File: config.mk
export PLATFORM = sky130hd
export DESIGN_NAME = timer_capture_compare_system
export DESIGN_NICKNAME = d
export VERILOG_FILES = /design/src/timer_pkg.sv /design/src/pin_edge_detect.sv /design/src/timer_capture_compare_system.sv
export VERILOG_INCLUDE_DIRS = /design/src
export SDC_FILE = /design/constraint.sdc
export NUM_CORES = 1
export LEC_CHECK = 0
export BUFFER_PORTS_ARGS = -buffer_cell sky130_fd_sc_hd__buf_2
export CAP_MARGIN = 15
export CORE_UTILIZATION = 40
export CTS_BUF_LIST = sky130_fd_sc_hd__clkbuf_4
export CTS_CLUSTER_DIAMETER = 100
export CTS_CLUSTER_SIZE = 16
export DETAILED_ROUTE_END_ITERATION = 12
export GPL_ROUTABILITY_DRIVEN = 1
export GPL_TIMING_DRIVEN = 1
export PLACE_DENSITY = 0.57
export REMOVE_ABC_BUFFERS = 1
export SLEW_MARGIN = 20
export SYNTH_ARGS = -nofsm -noshare
export SYNTH_HDL_FRONTEND = slang
export SYNTH_SLANG_ARGS = --single-unit
export TNS_END_PERCENT = 1
File: constraint.sdc
create_clock -name pclk -period 2.2 [get_ports pclk]
set_clock_uncertainty 0.1 [all_clocks]
set_input_delay 0 -clock pclk [delete_from_list [all_inputs] [get_ports pclk]]
set_output_delay 0 -clock pclk [all_outputs]
set_load 0.005 [all_outputs]
File: src/timer_consts.svh
// Register offsets, field positions and fixed counts of the timer system.
`ifndef TIMER_CONSTS_SVH
`define TIMER_CONSTS_SVH
// ==========================================================
// Register byte offsets
`define A_CTRL 8'h00
`define A_COUNT 8'h04
`define A_EDGE 8'h08
`define A_IE 8'h0c
`define A_FLAGS 8'h10
`define A_PORT 8'h14
`define A_DDR 8'h18
`define A_OC1 8'h1c
`define A_WDOG 8'h20
`define A_PACNT 8'h24
`define A_STAT 8'h28
`define A_CAP3 8'h4c
`define CAP_PG 4'h4
`define CMP_PG 4'h5
// ==========================================================
// Control and first compare register fields
`define C_W 13
`define C_PSC 1:0
`define C_RTI 3:2
`define C_PA_EN 4
`define C_PA_GATE 5
`define C_PA_POL 6
`define C_IC4 7
`define C_WD_EN 8
`define C_OCEN 12:9
`define O1_W 13
`define O1_MASK 4:0
`define O1_DATA 12:8
// ==========================================================
// Flag and interrupt request bit positions
`define NIRQ 12
`define I_IC4 3
`define I_OC1 4
`define I_TOF 8
`define I_RTI 9
`define I_PAOVF 10
`define I_PAEDG 11
// ==========================================================
// Divider chain taps, watchdog figures and edge codes
`define DIV_W 16
`define PS_SH1 2
`define PS_SH2 3
`define PS_SH3 4
`define PA_SH 6
`define RTI_SH 13
`define WD_SH 15
`define WD_KEY 8'h5a
`define WD_LIMIT 3'h7
`define WD_HOLD 8'h0f
`define EDG_RISE 2'h1
`define EDG_FALL 2'h2
`define EDG_ANY 2'h3
`endif

File: src/timer_pkg.sv
// Types shared by the timer system files.
package timer_pkg;
    typedef enum logic [1:0] {WD_OFF, WD_RUN, WD_HOLD} wd_state_t;
    typedef logic [15:0] count_t;
endpackage
File: src/pin_edge_detect.sv
// Pin synchroniser with registered level and edge pulses.
`timescale 1ns/1ps
`default_nettype none
module pin_edge_detect (
    // Clock and reset
    input wire logic pclk,
    input wire logic presetn,
    input wire logic ce,
    // Pin and results
    input wire logic pin_async,
    output logic level,
    output logic rise,
    output logic fall
);
    logic sync1_ff;
    logic sync2_ff;
    logic prev_ff;

    // ==========================================================
    // Two-stage synchroniser; only the second stage is looked at.
    always_ff @(posedge pclk or negedge presetn) begin
        if (!presetn) begin
            sync1_ff <= 1'b0;
            sync2_ff <= 1'b0;
            prev_ff <= 1'b0;
        end else if (ce) begin
            sync1_ff <= pin_async;
            sync2_ff <= sync1_ff;
            prev_ff <= sync2_ff;
        end
    end

    assign level = sync2_ff;
    assign rise = ce & sync2_ff & ~prev_ff;
    assign fall = ce & ~sync2_ff & prev_ff;
endmodule
`default_nettype wire

File: src/timer_capture_compare_system.sv
// Timer system: prescaled counter, capture, compare, accumulator, periodic and watchdog.
//
// Function
// - Counter prescaler divides the bus clock by 1, 4, 8 or 16.
// - Select codes 0,1,2,3 give one count per E/1, E/4, E/8, E/16.
// - 16-bit counter starts at zero after reset, counts up on each tick.
// - At maximum it wraps to zero, sets overflow flag, keeps counting.
// - Software cannot clear, load or stop the counter.
// - Three capture, four compare and one capture-or-compare channel.
// - Each capture and compare channel has its own 16-bit register.
// - Every timer event has its own enable and own request line.
// - Event mode: accumulator counts each selected edge on its input.
// - Gated mode: accumulator counts internal clock while input at level.
// - Periodic interrupt at one of four rates from the divider chain.
// - Watchdog counter clocked by bus clock divided by two to fifteen.
// - Unserviced watchdog times out and pulls the reset pin low.
// - Port read returns current capture pin levels at any time.
// - Each capture pin has edge detection with its own edge choice.
// - Port writes do not drive pins owned by a compare channel.
// - First compare channel may drive any mix of five upper pins.
// - Top pin serves as I/O, accumulator input or first compare output.
// - Edge field: 0 off, 1 rising, 2 falling, 3 either edge.
// - Capture latches a stable count, even at the increment instant.
//
// Added by the designer: register access over APB and the placing of the registers.
`timescale 1ns/1ps
`default_nettype none
`include "timer_consts.svh"
module timer_capture_compare_system #(
    parameter int RTI_SHIFT = `RTI_SH,
    parameter int WD_SHIFT = `WD_SH
) (
    // Clock, reset and clock enable
    input wire logic pclk,
    input wire logic presetn,
    input wire logic ce,
    // APB slave
    input wire logic psel,
    input wire logic penable,
    input wire logic pwrite,
    input wire logic [7:0] paddr,
    input wire logic [31:0] pwdata,
    output logic [31:0] prdata,
    output logic pready,
    output logic pslverr,
    // Port pins
    input wire logic [7:0] pa_i,
    output logic [7:0] pa_o,
    output logic [7:0] pa_oe_n,
    // Timer event requests
    output logic [`NIRQ-1:0] irq_req,
    // Open-drain reset pin
    input wire logic rst_pin_i,
    output logic rst_pin_o,
    output logic rst_pin_oe_n
);
    logic [`DIV_W-1:0] div_ff;
    timer_pkg::count_t tcnt_ff;
    logic cnt_step_ff;
    logic [`C_W-1:0] ctrl_ff;
    logic [7:0] edge_ff;
    logic [`NIRQ-1:0] ie_ff;
    logic [`NIRQ-1:0] flags_ff;
    logic [`NIRQ-1:0] flag_set;
    logic [`NIRQ-1:0] flag_clr;
    logic [7:0] port_ff;
    logic [7:0] ddr_ff;
    logic [7:0] pin_out_ff;
    logic [7:0] pin_drv_ff;
    logic [7:3] oc_lvl_ff;
    logic [`O1_W-1:0] oc1_ff;
    timer_pkg::count_t cap_ff [4];
    timer_pkg::count_t cmp_ff [4];
    logic [7:0] pacnt_ff;
    logic [2:0] wd_cnt_ff;
    logic [7:0] wd_hold_ff;
    logic wd_fired_ff;
    timer_pkg::wd_state_t wd_state_ff;
    logic [31:0] prdata_ff;
    logic [31:0] rd_val;
    logic addr_ok;
    logic [7:0] lvl;
    logic [7:0] rise;
    logic [7:0] fall;
    logic rst_lvl;
    logic ps_tick;
    logic rti_tick;
    logic wd_tick;
    logic pa_tick;
    logic wr;
    logic wd_service;
    logic [3:0] cap_hit;
    logic [3:0] cmp_match;
    logic oc5_match;
    logic [7:0] own;
    logic pa_edge;
    logic pa_inc;
    int ps_sh;

    // True once every bit below the tap is set, so a tap of sh ticks every 2**sh cycles.
    function automatic logic tap(input logic [`DIV_W-1:0] d, input int sh);
        logic [`DIV_W-1:0] m;
        m = `DIV_W'((33'h1 << sh) - 33'h1);
        return &(d | ~m);
    endfunction

    // ==========================================================
    // Divider chain and free-running counter
    always_ff @(posedge pclk or negedge presetn) begin
        if (!presetn) begin
            div_ff <= '0;
        end else if (ce) begin
            div_ff <= div_ff + `DIV_W'(1);
        end
    end

    always_comb begin
        case (ctrl_ff[`C_PSC])
            2'h0: ps_sh = 0;
            2'h1: ps_sh = `PS_SH1;
            2'h2: ps_sh = `PS_SH2;
            default: ps_sh = `PS_SH3;
        endcase
    end

    assign ps_tick = ce & tap(div_ff, ps_sh);
    assign rti_tick = ce & tap(div_ff, RTI_SHIFT + int'(ctrl_ff[`C_RTI]));
    assign wd_tick = ce & tap(div_ff, WD_SHIFT);
    assign pa_tick = ce & tap(div_ff, `PA_SH);

    // No bus path reaches the counter; only the prescaler moves it.
    always_ff @(posedge pclk or negedge presetn) begin
        if (!presetn) begin
            tcnt_ff <= '0;
            cnt_step_ff <= 1'b0;
        end else if (ce) begin
            cnt_step_ff <= ps_tick;
            if (ps_tick) begin
                tcnt_ff <= tcnt_ff + 16'h1;
            end
        end
    end

    // ==========================================================
    // APB slave: zero wait states while enabled; ce low stalls the bus.
    assign wr = psel & penable & pwrite & ce;
    assign pready = ce;
    assign prdata = prdata_ff;
    assign pslverr = psel & penable & ~addr_ok;

    always_comb begin
        rd_val = 32'h0;
        addr_ok = 1'b1;
        case (paddr)
            `A_CTRL: rd_val = 32'(ctrl_ff);
            `A_COUNT: rd_val = 32'(tcnt_ff);
            `A_EDGE: rd_val = 32'(edge_ff);
            `A_IE: rd_val = 32'(ie_ff);
            `A_FLAGS: rd_val = 32'(flags_ff);
            `A_PORT: rd_val = 32'(lvl);
            `A_DDR: rd_val = 32'(ddr_ff);
            `A_OC1: rd_val = 32'(oc1_ff);
            `A_WDOG: rd_val = 32'(wd_cnt_ff);
            `A_PACNT: rd_val = 32'(pacnt_ff);
            `A_STAT: rd_val = 32'({rst_lvl, wd_fired_ff});
            default: begin
                if (paddr[7:4] == `CAP_PG && paddr[1:0] == 2'h0) begin
                    rd_val = 32'(cap_ff[paddr[3:2]]);
                end else if (paddr[7:4] == `CMP_PG && paddr[1:0] == 2'h0) begin
                    rd_val = 32'(cmp_ff[paddr[3:2]]);
                end else begin
                    addr_ok = 1'b0;
                end
            end
        endcase
    end

    // Read data is caught in the setup cycle so it stands through the access phase.
    always_ff @(posedge pclk or negedge presetn) begin
        if (!presetn) begin
            prdata_ff <= 32'h0;
        end else if (ce && psel && !penable && !pwrite) begin
            prdata_ff <= rd_val;
        end
    end

    always_ff @(posedge pclk or negedge presetn) begin
        if (!presetn) begin
            ctrl_ff <= '0;
            edge_ff <= 8'h0;
            ie_ff <= '0;
            port_ff <= 8'h0;
            ddr_ff <= 8'h0;
            oc1_ff <= '0;
        end else if (wr) begin
            case (paddr)
                `A_CTRL: ctrl_ff <= pwdata[`C_W-1:0];
                `A_EDGE: edge_ff <= pwdata[7:0];
                `A_IE: ie_ff <= pwdata[`NIRQ-1:0];
                `A_PORT: port_ff <= pwdata[7:0];
                `A_DDR: ddr_ff <= pwdata[7:0];
                `A_OC1: oc1_ff <= pwdata[`O1_W-1:0];
                default: ;
            endcase
        end
    end

    // ==========================================================
    // Flags: a hardware set in the same cycle as a clear wins.
    assign flag_clr = (wr && paddr == `A_FLAGS) ? pwdata[`NIRQ-1:0] : '0;
    assign flag_set = {pa_edge & ctrl_ff[`C_PA_EN], pa_inc & (pacnt_ff == 8'hff), rti_tick,
                       ps_tick & (tcnt_ff == 16'hffff), cmp_match,
                       cap_hit[3] | oc5_match, cap_hit[2:0]};

    always_ff @(posedge pclk or negedge presetn) begin
        if (!presetn) begin
            flags_ff <= '0;
        end else if (ce) begin
            flags_ff <= (flags_ff & ~flag_clr) | flag_set;
        end
    end

    assign irq_req = flags_ff & ie_ff;

    // ==========================================================
    // Port pins: synchronise, capture, compare outputs and drivers.
    pin_edge_detect u_rst_sync (
        .pclk(pclk),
        .presetn(presetn),
        .ce(ce),
        .pin_async(rst_pin_i),
        .level(rst_lvl),
        .rise(),
        .fall()
    );

    for (genvar i = 0; i < 8; i++) begin : g_pin
        pin_edge_detect u_sync (
            .pclk(pclk),
            .presetn(presetn),
            .ce(ce),
            .pin_async(pa_i[i]),
            .level(lvl[i]),
            .rise(rise[i]),
            .fall(fall[i])
        );
        if (i < 4) begin : g_cap
            logic [1:0] es;
            logic armed;
            assign es = edge_ff[2*i+1:2*i];
            assign armed = (i != 3) || ctrl_ff[`C_IC4];
            assign cap_hit[i] = armed & (((es == `EDG_RISE) & rise[i]) |
                                ((es == `EDG_FALL) & fall[i]) |
                                ((es == `EDG_ANY) & (rise[i] | fall[i])));
            // The capture takes the count held before this edge's increment.
            always_ff @(posedge pclk or negedge presetn) begin
                if (!presetn) begin
                    cap_ff[i] <= '0;
                end else if (cap_hit[i]) begin
                    cap_ff[i] <= tcnt_ff;
                end else if (i == 3 && wr && !ctrl_ff[`C_IC4] && paddr == `A_CAP3) begin
                    cap_ff[i] <= pwdata[15:0];
                end
            end
            always_ff @(posedge pclk or negedge presetn) begin
                if (!presetn) begin
                    cmp_ff[i] <= '0;
                end else if (wr && paddr[7:4] == `CMP_PG && paddr[3:2] == 2'(i)) begin
                    cmp_ff[i] <= pwdata[15:0];
                end
            end
            assign cmp_match[i] = cnt_step_ff & (tcnt_ff == cmp_ff[i]);
        end
        if (i < 3) begin : g_in
            assign own[i] = 1'b0;
            always_ff @(posedge pclk or negedge presetn) begin
                if (!presetn) begin
                    pin_out_ff[i] <= 1'b0;
                    pin_drv_ff[i] <= 1'b0;
                end else if (ce) begin
                    pin_out_ff[i] <= port_ff[i];
                    pin_drv_ff[i] <= 1'b0;
                end
            end
        end else begin : g_out
            logic chan_match;
            logic m1;
            assign m1 = cmp_match[0] & oc1_ff[i-3];
            if (i == 7) begin : g_top
                assign chan_match = 1'b0;
                assign own[i] = oc1_ff[i-3];
            end else if (i == 3) begin : g_oc5
                assign chan_match = oc5_match;
                assign own[i] = oc1_ff[i-3] | (ctrl_ff[9+i-3] & ~ctrl_ff[`C_IC4]);
            end else begin : g_ocn
                assign chan_match = cmp_match[7-i];
                assign own[i] = oc1_ff[i-3] | ctrl_ff[9+i-3];
            end
            // The first channel overrides a toggle due on the same pin.
            always_ff @(posedge pclk or negedge presetn) begin
                if (!presetn) begin
                    oc_lvl_ff[i] <= 1'b0;
                end else if (ce && m1) begin
                    oc_lvl_ff[i] <= oc1_ff[8+i-3];
                end else if (ce && chan_match && own[i]) begin
                    oc_lvl_ff[i] <= ~oc_lvl_ff[i];
                end
            end
            always_ff @(posedge pclk or negedge presetn) begin
                if (!presetn) begin
                    pin_out_ff[i] <= 1'b0;
                    pin_drv_ff[i] <= 1'b0;
                end else if (ce) begin
                    pin_out_ff[i] <= own[i] ? oc_lvl_ff[i] : port_ff[i];
                    pin_drv_ff[i] <= own[i] | ((i == 3 || i == 7) ? ddr_ff[i] : 1'b1);
                end
            end
        end
    end

    assign oc5_match = cnt_step_ff & ~ctrl_ff[`C_IC4] & (tcnt_ff == cap_ff[3]);
    assign pa_o = pin_out_ff;
    assign pa_oe_n = ~pin_drv_ff;

    // ==========================================================
    // Pulse accumulator on the top pin
    assign pa_edge = ctrl_ff[`C_PA_POL] ? rise[7] : fall[7];
    assign pa_inc = ctrl_ff[`C_PA_EN] & (ctrl_ff[`C_PA_GATE] ?
                    (pa_tick & (lvl[7] == ctrl_ff[`C_PA_POL])) : pa_edge);

    always_ff @(posedge pclk or negedge presetn) begin
        if (!presetn) begin
            pacnt_ff <= 8'h0;
        end else if (wr && paddr == `A_PACNT) begin
            pacnt_ff <= pwdata[7:0];
        end else if (pa_inc) begin
            pacnt_ff <= pacnt_ff + 8'h1;
        end
    end

    // ==========================================================
    // Watchdog: times out after WD_LIMIT+1 ticks without the service key.
    assign wd_service = wr && paddr == `A_WDOG && pwdata[7:0] == `WD_KEY;

    always_ff @(posedge pclk or negedge presetn) begin
        if (!presetn) begin
            wd_state_ff <= timer_pkg::WD_OFF;
            wd_cnt_ff <= 3'h0;
            wd_hold_ff <= 8'h0;
        end else if (ce) begin
            case (wd_state_ff)
                timer_pkg::WD_OFF: begin
                    wd_cnt_ff <= 3'h0;
                    if (ctrl_ff[`C_WD_EN]) begin
                        wd_state_ff <= timer_pkg::WD_RUN;
                    end
                end
                timer_pkg::WD_RUN: begin
                    if (!ctrl_ff[`C_WD_EN]) begin
                        wd_state_ff <= timer_pkg::WD_OFF;
                    end else if (wd_service) begin
                        wd_cnt_ff <= 3'h0;
                    end else if (wd_tick && wd_cnt_ff == `WD_LIMIT) begin
                        wd_state_ff <= timer_pkg::WD_HOLD;
                        wd_hold_ff <= `WD_HOLD;
                    end else if (wd_tick) begin
                        wd_cnt_ff <= wd_cnt_ff + 3'h1;
                    end
                end
                timer_pkg::WD_HOLD: begin
                    wd_cnt_ff <= 3'h0;
                    if (wd_hold_ff == 8'h0) begin
                        wd_state_ff <= timer_pkg::WD_RUN;
                    end else begin
                        wd_hold_ff <= wd_hold_ff - 8'h1;
                    end
                end
                default: wd_state_ff <= timer_pkg::WD_OFF;
            endcase
        end
    end

    always_ff @(posedge pclk or negedge presetn) begin
        if (!presetn) begin
            wd_fired_ff <= 1'b0;
        end else if (ce) begin
            wd_fired_ff <= (wd_fired_ff & ~(wr && paddr == `A_STAT && pwdata[0])) |
                           (wd_state_ff == timer_pkg::WD_HOLD);
        end
    end

    assign rst_pin_o = 1'b0;
    assign rst_pin_oe_n = (wd_state_ff != timer_pkg::WD_HOLD);
endmodule
`default_nettype wire

==> impl_metrics.json <==
{
  "hold_viol": 0,
  "ys_top_cells_by_area": "dfrtp_1, mux2_2, mux4_2",
  "grt_pass1_vias": 12300,
  "cp.required_ns": 2.80,
  "switching_share_pct": 29.6,
  "clockPowerShare_pct": 22.8,
  "synthArstFlopShare_pct": 100,
  "antenna_found_initial": 4,
  "detail_route.iter0.violations": 998,
  "areaGrowthSynthToFinish_pct": 19.1,
  "fin_nets": 1742,
  "post-route-period-util_pct": 108,
  "drtPass1Iterations": 8,
  "drive_above_1_share_pct": 29.9,
  "hold_class": "in2reg",
  "cap_violations": 0,
  "cts_made_buffers": 23,
  "reg2reg_to": "tcnt_ff[7]",
  "synth_top_cell_by_area": "dfrtp_1",
  "io_pins": 119,
  "worstMarginPinSlew_ns": 0.635,
  "place_area_um2": 18300,
  "max_stage_delay_ns": 0.45,
  "relSlewSlack_pct": 57.3,
  "gpl.final_weighted_congestion": 0.968,
  "grt_max_degree": 65,
  "antenna_left": 0,
  "p_seq_share_pct": 60.0,
  "die_height_um": 204,
  "p_leak_nw": 9.36,
  "cts_sinks": 312,
  "yosys_warnings": 0,
  "instances_no_fill": 2198,
  "ys.flop_type": "dfrtp_1",
  "violations": "negative setup slack",
  "grt_pass1_wl_mm": 78.7,
  "p_switching_mw": 3.07,
  "r2r-start": "ctrl_ff[1]",
  "setup_viol": 17,
  "fin_util_pct": 48.6,
  "busiest_layer": "met2",
  "path_clk_slew_ns": 0.18,
  "crit_arrival_ns": 2.97,
  "p_int_mw": 7.29,
  "clockBufferDepth": 3,
  "rrSetupSlack_ns": -0.17,
  "clk-insertion-delay-late_ns": 0.81,
  "p_per_area_nw_per_um2": 533,
  "root_buffer": "clkbuf_4",
  "ys_seq_elements": 312,
  "worst_slack_ns": -0.171,
  "place_ws_ns": -0.301,
  "setup_tns_ns": -1.11,
  "period_needed_ns": 2.37,
  "grtUsageMet3_pct": 3.84,
  "rsz0062_at_grt": "yes",
  "critPathCaptureType": "flop",
  "wirelength_mm": 52.4,
  "critPathKind": "reg2reg",
  "vias_per_cell": 5.58,
  "slowest_stage": "dfrtp_1",
  "wire_per_inst_um": 23.8,
  "startpoint": "ctrl_ff[1]",
  "place_inst": 2086,
  "syn_inst": 1400,
  "fp.coreArea_um2": 40000,
  "synth_edf_count": 0,
  "netlist.area_leader.share_pct": 47.9,
  "vdd_drop_max_uv": 311,
  "grt_overflow": 0,
  "synth_cell_types": 79,
  "seq_area_frac_synth_pct": 47.9,
  "initial_core_util_pct": 40.8,
  "fmax_mhz": 422,
  "track_usage_pct": 25.5,
  "dp.final_hpwl_mm": 37.4,
  "via_count": 12300,
  "std_cell_rows": 73,
  "path_cells": "ha_2 -> inv_2 -> ha_1 -> nor2_1 -> a2111oi_4 -> o2111ai_4 -> nor3_4 -> buf_4 -> nand4_1 -> xnor2_1",
  "status": "finished with violations",
  "portBuffers": 82,
  "die_x_um": 204,
  "cp-endpoint": "tcnt_ff[7]",
  "pwr-share-comb_pct": 17.2,
  "syn_avg_cell_area_um2": 11.6,
  "cts_tree": "yes",
  "drc_errors": 0,
  "use_met2_pct": 40.4,
  "fp.dieArea_um2": 41600,
  "h-tree-depth": 1,
  "holdPathStages": 6,
  "path_max_fanout": 5,
  "worstRegToRegCells": 10,
  "p_total_mw": 10.4,
  "fin_area_um2": 19400,
  "grt_use_met1_pct": 35.8,
  "finalMaxSlewViolations": 0,
  "crit_path_start_kind": "flop",
  "fin_hold_ws_ns": 0.0573,
  "fillers": 3675,
  "syn-cell-area_um2": 16300
}
-- cells by family after synthesis --
group	count (synthesis)	synth area share, %
and+or+nand+nor	373	12.3
DFF	312	47.9
muxes	261	20.0
AOI/OAI and AO/OA	196	8.24
buffers and inverters	121	3.94
xor gates and xnor gates	119	6.39
adders and majority gates	16	1.23
other	2	0.0460
-- cell usage after synthesis, types with 4 or more instances --
| cell | instances |
|---|---|
| buf_2 | 29 |
| o21ai_0 | 33 |
| nor3_4 | 4 |
| dfrtp_1 | 312 |
| nand3b_1 | 4 |
| nor4_1 | 13 |
| a222oi_1 | 5 |
| buf_4 | 32 |
| nor2_2 | 7 |
| and4_1 | 4 |
| a22o_1 | 9 |
| buf_1 | 5 |
| a22oi_1 | 29 |
| a31oi_1 | 18 |
| or2_1 | 4 |
| buf_6 | 4 |
| ha_1 | 16 |
| mux2_1 | 57 |
| nand2_2 | 5 |
| and2_1 | 15 |
| o21ai_1 | 21 |
| and3_1 | 10 |
| nor2b_1 | 11 |
| a21oi_1 | 31 |
| a221oi_1 | 5 |
| nand2b_1 | 6 |
| nor2_1 | 62 |
| a2111oi_0 | 4 |
| inv_1 | 20 |
| xor2_1 | 53 |
| nand3_1 | 29 |
| clkbuf_1 | 29 |
| o22ai_1 | 10 |
| nor3_1 | 15 |
| mux2i_1 | 31 |
| nand4_1 | 26 |
| xnor2_1 | 66 |
| mux4_2 | 32 |
| mux2_2 | 141 |
| nand2_1 | 128 |
| or3_1 | 5 |
| o31ai_1 | 5 |
-- critical path, delay by kind of cell (launching register included) --
| family | cells | cell delay (ns) |
|---|---|---|
| buffers and inverters | 2 | 0.18 |
| AOI/OAI and AO/OA | 2 | 0.53 |
| xor gates and xnor gates | 1 | 0.14 |
| DFF | 1 | 0.45 |
| adders and majority gates | 2 | 0.49 |
| and+or+nand+nor | 3 | 0.42 |
-- how the worst min path moves through the flow --
stage / startpoint / end / slack [ns]
floorplan: presetn / cap_ff[0] / -0.40
global placement: presetn / g_pin[2].u_sync.sync1_ff / -0.16
detailed placement: presetn / g_pin[2].u_sync.sync1_ff / -0.15
CTS: ce / g_pin[0].u_sync.sync1_ff / 0.002
global route: paddr[2] / prdata[2] / 0.04
finish: paddr[1] / wd_fired_ff / 0.06
-- placed cells by master, fill, tap and decap left out, types with 16 or more instances in the layout --
cell type        n
dfrtp_1        311
mux2_2         141
nand3_1         29
a21oi_1         31
a31oi_1         18
buf_2           80
mux2i_1         31
o21ai_1         21
conb_1          21
inv_1           18
nand2_1        127
nor2_1          62
xnor2_1         66
mux4_2          32
o21ai_0         33
dlygate4sd3_1   76
mux2_1          57
xor2_1          53
a22oi_1         29
buf_4          148
clkbuf_4        23
nand4_1         26
buf_12          16
-- cell type report --
class                           instances  area (um2)  share of cell area (%)
Antenna cell                            2        5.00                  0.0258
Multi-Input combinational cell        986        8000                    41.2
Clock inverter                          2        12.5                  0.0644
Clock buffer                           23         173                   0.889
Sequential cell                       312        7810                    40.2
Timing Repair Buffer                  327        2700                    13.9
Inverter                               21        78.8                   0.406
Tap cell                              525         657                    3.38
-- layer usage --
metal	vias up	wire, um
met2	381	24100
met1	6257	23600
met5	-	59
met4	8	1570
met3	77	3020
li1	5545	-
-- repair_timing --
action / CTS / global route
resized for setup: 7 / 13
buffers inserted: 3 / 2
hold buffers: 79 / 1
hold endpoints to repair: 538 / 1
setup endpoints to repair: 20 / 30
cloned: 0 / 0
pin swaps: 4 / 2
-- power by group through the flow --
stage,Sequential (mW),Clock (mW),Combinational (mW)
finish,6.22,2.36,1.78
global route,6.25,2.64,1.91
CTS,6.22,2.46,1.75
detailed placement,6.32,0,1.62
global placement,6.31,0,1.60
floorplan,6.30,0,0.646
-- flip-flops by register name, summed over array words and instances, names as in the netlist, 3 cells and up --
name	flops
cap_ff	64
cmp_ff	64
ctrl_ff	13
ddr_ff	8
div_ff	16
edge_ff	8
flags_ff	12
g_pin.u_sync.level	8
g_pin.u_sync.prev_ff	5
g_pin.u_sync.sync1_ff	8
ie_ff	12
oc1_ff	13
oc_lvl_ff	5
pa_o	8
pacnt_ff	8
pin_drv_ff	3
port_ff	8
prdata	16
tcnt_ff	16
wd_cnt_ff	3
wd_hold_ff	8
(Power assumes the default switching activity.)
